==> src/hdl/failsafe_pkg.sv <==
package failsafe_pkg;

   // Register map
   localparam logic [7:0] ADAPTIVE_THRESHOLD_CONTROL_ONE_ADDR = 8'h36;
   localparam logic [7:0] PIN_TREE_TEST_ENABLE_ADDR           = 8'h6F;

   // Field positions
   localparam int CORE_LOW_STANDBY_ENABLE_BIT = 1;
   localparam int TREE_TEST_ENABLE_BIT        = 0;

   // Values after reset and after a default load
   localparam logic [7:0] ADAPTIVE_THRESHOLD_CONTROL_ONE_RST = 8'h00;
   localparam logic [7:0] PIN_TREE_TEST_ENABLE_RST           = 8'h00;

   // Timing
   localparam longint CLK_HZ           = 100000000;
   localparam longint FAILSAFE_TIME_MS = 4600;
   localparam longint FAILSAFE_CYCLES  = (FAILSAFE_TIME_MS * CLK_HZ) / 1000;

   // Reading code at or above which the core rail counts as risen (0.75 V)
   localparam logic [7:0] CORE_RAIL_UP_CODE = 8'h40;

   typedef enum logic [1:0] {
      ST_WAIT_RAIL  = 2'b00,
      ST_COUNTING   = 2'b01,
      ST_FULL_SPEED = 2'b10,
      ST_NORMAL     = 2'b11
   } failsafe_state_t;

endpackage

==> src/hdl/standby_failsafe_supervisor.sv <==
`timescale 1ns/1ps
module standby_failsafe_supervisor #(
   parameter int     NUM_PWM         = 3,
   parameter int     NUM_TREE_PINS   = 8,
   parameter int     THERMAL_PIN_TIMER_W   = 16,
   parameter longint FAILSAFE_CYCLES = failsafe_pkg::FAILSAFE_CYCLES
) (
   input  wire logic                     sys_clk_in,
   input  wire logic                     rst_in,
   input  wire logic                     reg_wr_en_in,
   input  wire logic                     reg_rd_en_in,
   input  wire logic [7:0]               reg_addr_in,
   input  wire logic [7:0]               reg_wdata_in,
   output logic [7:0]                    reg_rdata_out,
   input  wire logic                     smbus_addressed_in,
   input  wire logic                     standby_supply_in,
   input  wire logic [7:0]               core_voltage_input_in,
   input  wire logic                     core_voltage_valid_in,
   input  wire logic [7:0]               core_low_limit_in,
   input  wire logic                     core_alert_enable_in,
   input  wire logic                     core_flag_clear_in,
   input  wire logic                     thermal_pin_n_in,
   input  wire logic                     shutdown_req_in,
   input  wire logic [NUM_PWM-1:0]       pwm_duty_in,
   input  wire logic [NUM_PWM-1:0]       drive_polarity_invert_in,
   input  wire logic [NUM_TREE_PINS-1:0] tree_pins_in,
   output logic                          core_flag_out,
   output logic                          alert_n_out,
   output logic                          core_low_out,
   output logic [THERMAL_PIN_TIMER_W-1:0]      thermal_timer_out,
   output logic                          adaptive_enable_out,
   output logic                          shutdown_out,
   output logic [NUM_PWM-1:0]            pwm_out,
   output logic                          fans_full_out,
   output logic                          load_defaults_out,
   output logic                          tree_test_active_out,
   output logic                          tree_out
);

   localparam int CNT_W = $clog2(FAILSAFE_CYCLES + 1);
   localparam logic [CNT_W-1:0] CNT_LAST = CNT_W'(FAILSAFE_CYCLES - 1);

   logic [7:0]                    adaptive_ctrl_ff;
   logic [7:0]                    tree_test_ff;
   logic                          core_low_ff;
   logic                          core_flag_ff;
   logic                          alert_n_ff;
   logic [THERMAL_PIN_TIMER_W-1:0]      thermal_pin_timer_ff;
   logic                          adaptive_en_ff;
   logic                          shutdown_ff;
   logic [NUM_PWM-1:0]            pwm_ff;
   logic                          fans_full_ff;
   logic                          load_defaults_ff;
   logic [7:0]                    rdata_ff;
   logic [CNT_W-1:0]              fs_cnt_ff;
   failsafe_pkg::failsafe_state_t state_ff;
   failsafe_pkg::failsafe_state_t nxt_state;
   logic                          core_low_event;
   logic                          expiry_load;

   assign core_low_event = core_voltage_valid_in & standby_supply_in
                         & adaptive_ctrl_ff[failsafe_pkg::CORE_LOW_STANDBY_ENABLE_BIT]
                         & (core_voltage_input_in < core_low_limit_in);
   assign expiry_load = (state_ff == failsafe_pkg::ST_FULL_SPEED) & smbus_addressed_in;

   // Registers; a default load after expiry returns them to reset values
   always_ff @(posedge sys_clk_in or posedge rst_in) begin
      if (rst_in) begin
         adaptive_ctrl_ff <= failsafe_pkg::ADAPTIVE_THRESHOLD_CONTROL_ONE_RST;
         tree_test_ff     <= failsafe_pkg::PIN_TREE_TEST_ENABLE_RST;
      end else if (expiry_load) begin
         adaptive_ctrl_ff <= failsafe_pkg::ADAPTIVE_THRESHOLD_CONTROL_ONE_RST;
         tree_test_ff     <= failsafe_pkg::PIN_TREE_TEST_ENABLE_RST;
      end else if (reg_wr_en_in) begin
         if (reg_addr_in == failsafe_pkg::ADAPTIVE_THRESHOLD_CONTROL_ONE_ADDR) begin
            adaptive_ctrl_ff <= reg_wdata_in;
         end
         if (reg_addr_in == failsafe_pkg::PIN_TREE_TEST_ENABLE_ADDR) begin
            tree_test_ff <= reg_wdata_in;
         end
      end
   end

   // Unmapped offsets read as zero
   always_ff @(posedge sys_clk_in or posedge rst_in) begin
      if (rst_in) begin
         rdata_ff <= 8'h00;
      end else if (reg_rd_en_in) begin
         case (reg_addr_in)
            failsafe_pkg::ADAPTIVE_THRESHOLD_CONTROL_ONE_ADDR: rdata_ff <= adaptive_ctrl_ff;
            failsafe_pkg::PIN_TREE_TEST_ENABLE_ADDR:           rdata_ff <= tree_test_ff;
            default:                                           rdata_ff <= 8'h00;
         endcase
      end
   end

   // Condition only changes on a finished measurement, never between samples
   always_ff @(posedge sys_clk_in or posedge rst_in) begin
      if (rst_in) begin
         core_low_ff <= 1'b0;
      end else if (core_voltage_valid_in) begin
         core_low_ff <= core_low_event;
      end
   end

   // Set wins over a clear arriving in the same cycle
   always_ff @(posedge sys_clk_in or posedge rst_in) begin
      if (rst_in) begin
         core_flag_ff <= 1'b0;
      end else if (core_low_event) begin
         core_flag_ff <= 1'b1;
      end else if (core_flag_clear_in) begin
         core_flag_ff <= 1'b0;
      end
   end

   always_ff @(posedge sys_clk_in or posedge rst_in) begin
      if (rst_in) begin
         alert_n_ff <= 1'b1;
      end else begin
         alert_n_ff <= ~(core_flag_ff & core_alert_enable_in);
      end
   end

   // Timer saturates rather than wrapping so a long assertion is not lost
   always_ff @(posedge sys_clk_in or posedge rst_in) begin
      if (rst_in) begin
         thermal_pin_timer_ff <= '0;
      end else if (!core_low_ff && !thermal_pin_n_in && !(&thermal_pin_timer_ff)) begin
         thermal_pin_timer_ff <= thermal_pin_timer_ff + 1'b1;
      end
   end

   always_ff @(posedge sys_clk_in or posedge rst_in) begin
      if (rst_in) begin
         adaptive_en_ff <= 1'b1;
         shutdown_ff    <= 1'b0;
      end else begin
         adaptive_en_ff <= ~core_low_ff;
         shutdown_ff    <= shutdown_req_in & ~core_low_ff;
      end
   end

   // Power-on fail-safe sequencing
   always_comb begin
      nxt_state = state_ff;
      case (state_ff)
         failsafe_pkg::ST_WAIT_RAIL: begin
            if (smbus_addressed_in) begin
               nxt_state = failsafe_pkg::ST_NORMAL;
            end else if (core_voltage_valid_in && core_voltage_input_in >= failsafe_pkg::CORE_RAIL_UP_CODE) begin
               nxt_state = failsafe_pkg::ST_COUNTING;
            end
         end
         failsafe_pkg::ST_COUNTING: begin
            if (smbus_addressed_in) begin
               nxt_state = failsafe_pkg::ST_NORMAL;
            end else if (fs_cnt_ff == CNT_LAST) begin
               nxt_state = failsafe_pkg::ST_FULL_SPEED;
            end
         end
         failsafe_pkg::ST_FULL_SPEED: begin
            if (smbus_addressed_in) begin
               nxt_state = failsafe_pkg::ST_NORMAL;
            end
         end
         failsafe_pkg::ST_NORMAL: nxt_state = failsafe_pkg::ST_NORMAL;
         default:                 nxt_state = failsafe_pkg::ST_WAIT_RAIL;
      endcase
   end

   always_ff @(posedge sys_clk_in or posedge rst_in) begin
      if (rst_in) begin
         state_ff <= failsafe_pkg::ST_WAIT_RAIL;
      end else begin
         state_ff <= nxt_state;
      end
   end

   always_ff @(posedge sys_clk_in or posedge rst_in) begin
      if (rst_in) begin
         fs_cnt_ff <= '0;
      end else if (state_ff == failsafe_pkg::ST_COUNTING) begin
         fs_cnt_ff <= fs_cnt_ff + 1'b1;
      end else begin
         fs_cnt_ff <= '0;
      end
   end

   always_ff @(posedge sys_clk_in or posedge rst_in) begin
      if (rst_in) begin
         fans_full_ff     <= 1'b0;
         load_defaults_ff <= 1'b0;
      end else begin
         fans_full_ff     <= (nxt_state == failsafe_pkg::ST_FULL_SPEED);
         load_defaults_ff <= expiry_load;
      end
   end

   genvar p;
   generate
      for (p = 0; p < NUM_PWM; p++) begin : g_pwm
         always_ff @(posedge sys_clk_in or posedge rst_in) begin
            if (rst_in) begin
               pwm_ff[p] <= 1'b0;
            end else if (nxt_state == failsafe_pkg::ST_FULL_SPEED) begin
               pwm_ff[p] <= ~drive_polarity_invert_in[p];
            end else begin
               pwm_ff[p] <= pwm_duty_in[p];
            end
         end
      end
   endgenerate

   xnor_chain #(
      .NUM_PINS (NUM_TREE_PINS)
   ) u_tree (
      .sys_clk_in (sys_clk_in),
      .rst_in     (rst_in),
      .enable_in  (tree_test_ff[failsafe_pkg::TREE_TEST_ENABLE_BIT]),
      .pins_in    (tree_pins_in),
      .tree_out   (tree_out)
   );

   assign reg_rdata_out        = rdata_ff;
   assign core_flag_out        = core_flag_ff;
   assign alert_n_out          = alert_n_ff;
   assign core_low_out         = core_low_ff;
   assign thermal_timer_out    = thermal_pin_timer_ff;
   assign adaptive_enable_out  = adaptive_en_ff;
   assign shutdown_out         = shutdown_ff;
   assign pwm_out              = pwm_ff;
   assign fans_full_out        = fans_full_ff;
   assign load_defaults_out    = load_defaults_ff;
   assign tree_test_active_out = tree_test_ff[failsafe_pkg::TREE_TEST_ENABLE_BIT];

endmodule

==> src/hdl/xnor_chain.sv <==
`timescale 1ns/1ps
module xnor_chain #(
   parameter int NUM_PINS = 8
) (
   input  wire logic                sys_clk_in,
   input  wire logic                rst_in,
   input  wire logic                enable_in,
   input  wire logic [NUM_PINS-1:0] pins_in,
   output logic                     tree_out
);

   logic [NUM_PINS-1:0] chain;
   logic                tree_ff;

   assign chain[0] = pins_in[0];

   genvar i;
   generate
      for (i = 1; i < NUM_PINS; i++) begin : g_link
         assign chain[i] = ~(chain[i-1] ^ pins_in[i]);
      end
   endgenerate

   // Output held low outside test mode so the tester sees a known level
   always_ff @(posedge sys_clk_in or posedge rst_in) begin
      if (rst_in) begin
         tree_ff <= 1'b0;
      end else begin
         tree_ff <= enable_in & chain[NUM_PINS-1];
      end
   end

   assign tree_out = tree_ff;

endmodule

==> config.mk <==
export PLATFORM = sky130hd
export DESIGN_NAME = standby_failsafe_supervisor
export DESIGN_NICKNAME = d
export VERILOG_FILES = /design/src/hdl/failsafe_pkg.sv /design/src/hdl/standby_failsafe_supervisor.sv /design/src/hdl/xnor_chain.sv
export SDC_FILE = /design/constraint.sdc
export NUM_CORES = 1
export LEC_CHECK = 0
export BUFFER_PORTS_ARGS = -buffer_cell sky130_fd_sc_hd__buf_4
export CAP_MARGIN = 20
export CELL_PAD_IN_SITES_DETAIL_PLACEMENT = 0
export CELL_PAD_IN_SITES_GLOBAL_PLACEMENT = 2
export CORE_MARGIN = 5
export CORE_UTILIZATION = 30
export DETAILED_ROUTE_END_ITERATION = 8
export GPL_ROUTABILITY_DRIVEN = 1
export GPL_TIMING_DRIVEN = 0
export PLACE_DENSITY_LB_ADDON = 0.3
export SYNTH_ARGS = -nofsm -noshare
export SYNTH_HDL_FRONTEND = slang
export SYNTH_SLANG_ARGS = --single-unit
export TNS_END_PERCENT = 1
==> constraint.sdc <==
create_clock -name sys_clk_in -period 6.54 [get_ports sys_clk_in]
set_clock_uncertainty 0.15 [all_clocks]
set_input_delay 0 -clock sys_clk_in [delete_from_list [all_inputs] [get_ports sys_clk_in]]
set_output_delay 0 -clock sys_clk_in [all_outputs]
set_load 0.02 [all_outputs]
==> metrics.cfg <==
[status]
status=complete, no violations

[timing]
final.setup.tns_ps=0
slew_violations=0
hold_violations=0
fmax_mhz=365
setup_violations=0
slew_headroom_pct=49.4
fin_crit_sh_pct=41.9
grt_setup_unrepaired=false
min_period_ps=2740
tightest_slew_ps=758

[cts]
cts_sinks=82
clk_latency_ps=350
cts_buffers=9
cts_tree=done
post_cts_buffers=0
cts.path.max_buffers=2
ctsResizeCount=0
clock-root-buffer=clkbuf_16
cts_max_level=3
cts_hold_buf=29
path_clk_slew_ps=70

[yosys]
async_flop_share_pct=100
synth_top_cell_area_share_pct=48.6
syn_area_sq_mm=0.00412
ys_types=46
yosysTopAreaCell=dfrtp_1
yosysSeqAreaShare_pct=49.8
ys_top_cells_by_area=dfrtp_1 (49%), mux2i_1 (5.8%), nor2_1 (4.1%)
ys_warn_count=0
avgSynthCellArea_sq_um=10.1
synthFlopType=dfrtp_1
ys_ff_latch=82
synthCells=407
ys_top_cells_by_count=dfrtp_1 (80), nor2_1 (45), a21oi_1 (31)
synth_edf_count=0
syn_nets=473
yosysMostFrequentCell=dfrtp_1

[placement]
port_buffers=91
gp_congestion=0.759
placed_cells=675
hpwl_mm=7.51

[routing]
post_drt_wl_per_cell_um=15.0
drt_iter0_drc=118
first_pass_iters=5
post_drt_via_cell_ratio=4.81
routed_wl_mm=10.8
drc=0
vias=3466
ant_nets=0

[grt]
grt_pass1_wl_mm=17.8
grt.busiest_layer=met2
grt_use_met3_pct=4.26
grt_use_met1_pct=18.1
grt_max_degree=66
antenna_found_initial=0
gr-usage-all-layers_pct=13.6
grt_overflow_total=0
grt_pass1_vias=3486
met2_usage_pct=21.6

[finish]
multi_input_area_sq_mm=0.00193
seq_area_sq_mm=0.00205
final_cells=720
final_nets=605
syn2layout_area_growth_pct=36.6
drive_above_1_share_pct=21.7
n_fill_cell=1333
antenna_cells=0

[die]
core_sq_mm=0.0133
die_area_sq_mm=0.0162
fp.dieW_um=127
placementRows=42
start_util_pct=30.9
die_y_um=127
io_pins=93

[critical_path]
cp-start-kind=flop
required_ps=6620
critPathArrivalTime_ps=2820
cp_max_fo=9
crit_path_end_kind=flop
crit_type=flop to flop

[worst_hold_path]
hold_class=input port to asynchronous set/reset pin

[pwr]
powerDensity_mw_per_mm2=226
combPwrFrac_pct=16.2
p_int_mw=0.908
netSwitchingFraction_pct=28.6
ir_worst_vdd_v=0.000135
power_switching_mw=0.364
seqPwrFrac_pct=45.2
clkPwrFrac_pct=38.7
leakage_nw=2.60

[job]
maxCapViolations=0

registers in the layout, summed over array words and instances (netlist names):
| name | count |
|---|---|
| fs_cnt_ff | 29 |
| core_flag_out | 1 |
| fans_full_out | 1 |
| state_ff | 2 |
| adaptive_enable_out | 1 |
| adaptive_ctrl_ff | 8 |
| thermal_timer_out | 16 |
| pwm_out | 3 |
| shutdown_out | 1 |
| alert_n_out | 1 |
| load_defaults_out | 1 |
| core_low_out | 1 |
| tree_test_ff | 8 |
| u_tree.tree_out | 1 |
| reg_rdata_out | 8 |
final cells by class:
cell class / instances / share of cell area, %
Buffer: 17 / 1.20
Inverter: 18 / 1.24
Sequential cell: 82 / 36.5
Clock buffer: 9 / 4.00
Clock inverter: 7 / 1.04
Multi-Input combinational cell: 290 / 34.3
Timing Repair Buffer: 121 / 17.8
Tap cell: 176 / 3.91
power by group through the flow:
stage | Combinational, mW | Sequential (mW) | Clock [mW]
3_5_place_dp | 0.194 | 0.584 | 0
3_3_place_gp | 0.189 | 0.584 | 0
4_1_cts | 0.209 | 0.575 | 0.510
6_report | 0.205 | 0.575 | 0.492
2_1_floorplan | 0.0688 | 0.609 | 0
5_1_grt | 0.226 | 0.580 | 0.530
logic make-up after synthesis:
logic type / synth area share [%]
adders and majority gates: 2.73
muxes: 6.10
and+or+nand+nor: 21.7
buffers and inverters: 3.28
xor gates and xnor gates: 6.59
DFF: 49.8
AOI/OAI and AO/OA: 9.80
routing by layer:
| layer | vias up | wire [um] | part of all wire [%] |
|---|---|---|---|
| met2 | 64 | 5060 | 47 |
| li1 | 1730 | - | - |
| met1 | 1665 | 5030 | 47 |
| met3 | 7 | 609 | 5.6 |
| met4 | 0 | 108 | 1.0 |
| met5 | - | 0 | 0 |
critical path, cell delays in order (launching register included):
cell and delay [ps]:
dfrtp_1 350, buf_2 160, or4b_1 490, nor4_2 400, nand3_1 320, mux2i_1 190
dlygate4sd3_1 560
layout by cell type (no fill, tap or decap), drive strengths merged, types with 7 or more instances in the layout:
cell and count:
a21oi 31, a22oi 8, and4 10, buf 96
clkbuf 22, dfrtp 80, dlygate4sd3 29, ha 9
inv 22, mux2i 24, nand2 19, nand3 16
nand4 15, nor2 45, o21ai 8, o31ai 7
or3 8, or4 9, xnor2 18, xor2 13
final timing paths:
kind | startpoint | end | slack [ps] | cells after the start
setup reg to reg | fs_cnt_ff[20] | pwm_out[0] | 3800 | 6
hold / removal | rst_in | fs_cnt_ff[20] | 10 | 3
min in group sys_clk_in | tree_pins_in[3] | u_tree.tree_out | 40 | 5
hold reg to reg | core_flag_out | alert_n_out | 270 | 1
max in group asynchronous | rst_in | adaptive_enable_out | 5590 | 4
setup / recovery | fs_cnt_ff[20] | pwm_out[0] | 3800 | 6
through the flow:
step | total power, mW | setup WS [ps] | area, sq um | utilization [%] | hold slack (ps)
global placement | 0.773 | 3070 | 5030 | 37.7 | -23.8
floorplan | 0.678 | 4280 | 4120 | - | -111
CTS | 1.29 | 3770 | 5630 | 42.2 | 10.3
detailed placement | 0.778 | 4140 | 5060 | 37.9 | -175
finish | 1.27 | 3800 | 5630 | 42.2 | 13.2
global route | 1.34 | 3610 | 5630 | 42.2 | 36.5
(Power assumes the default switching activity.)
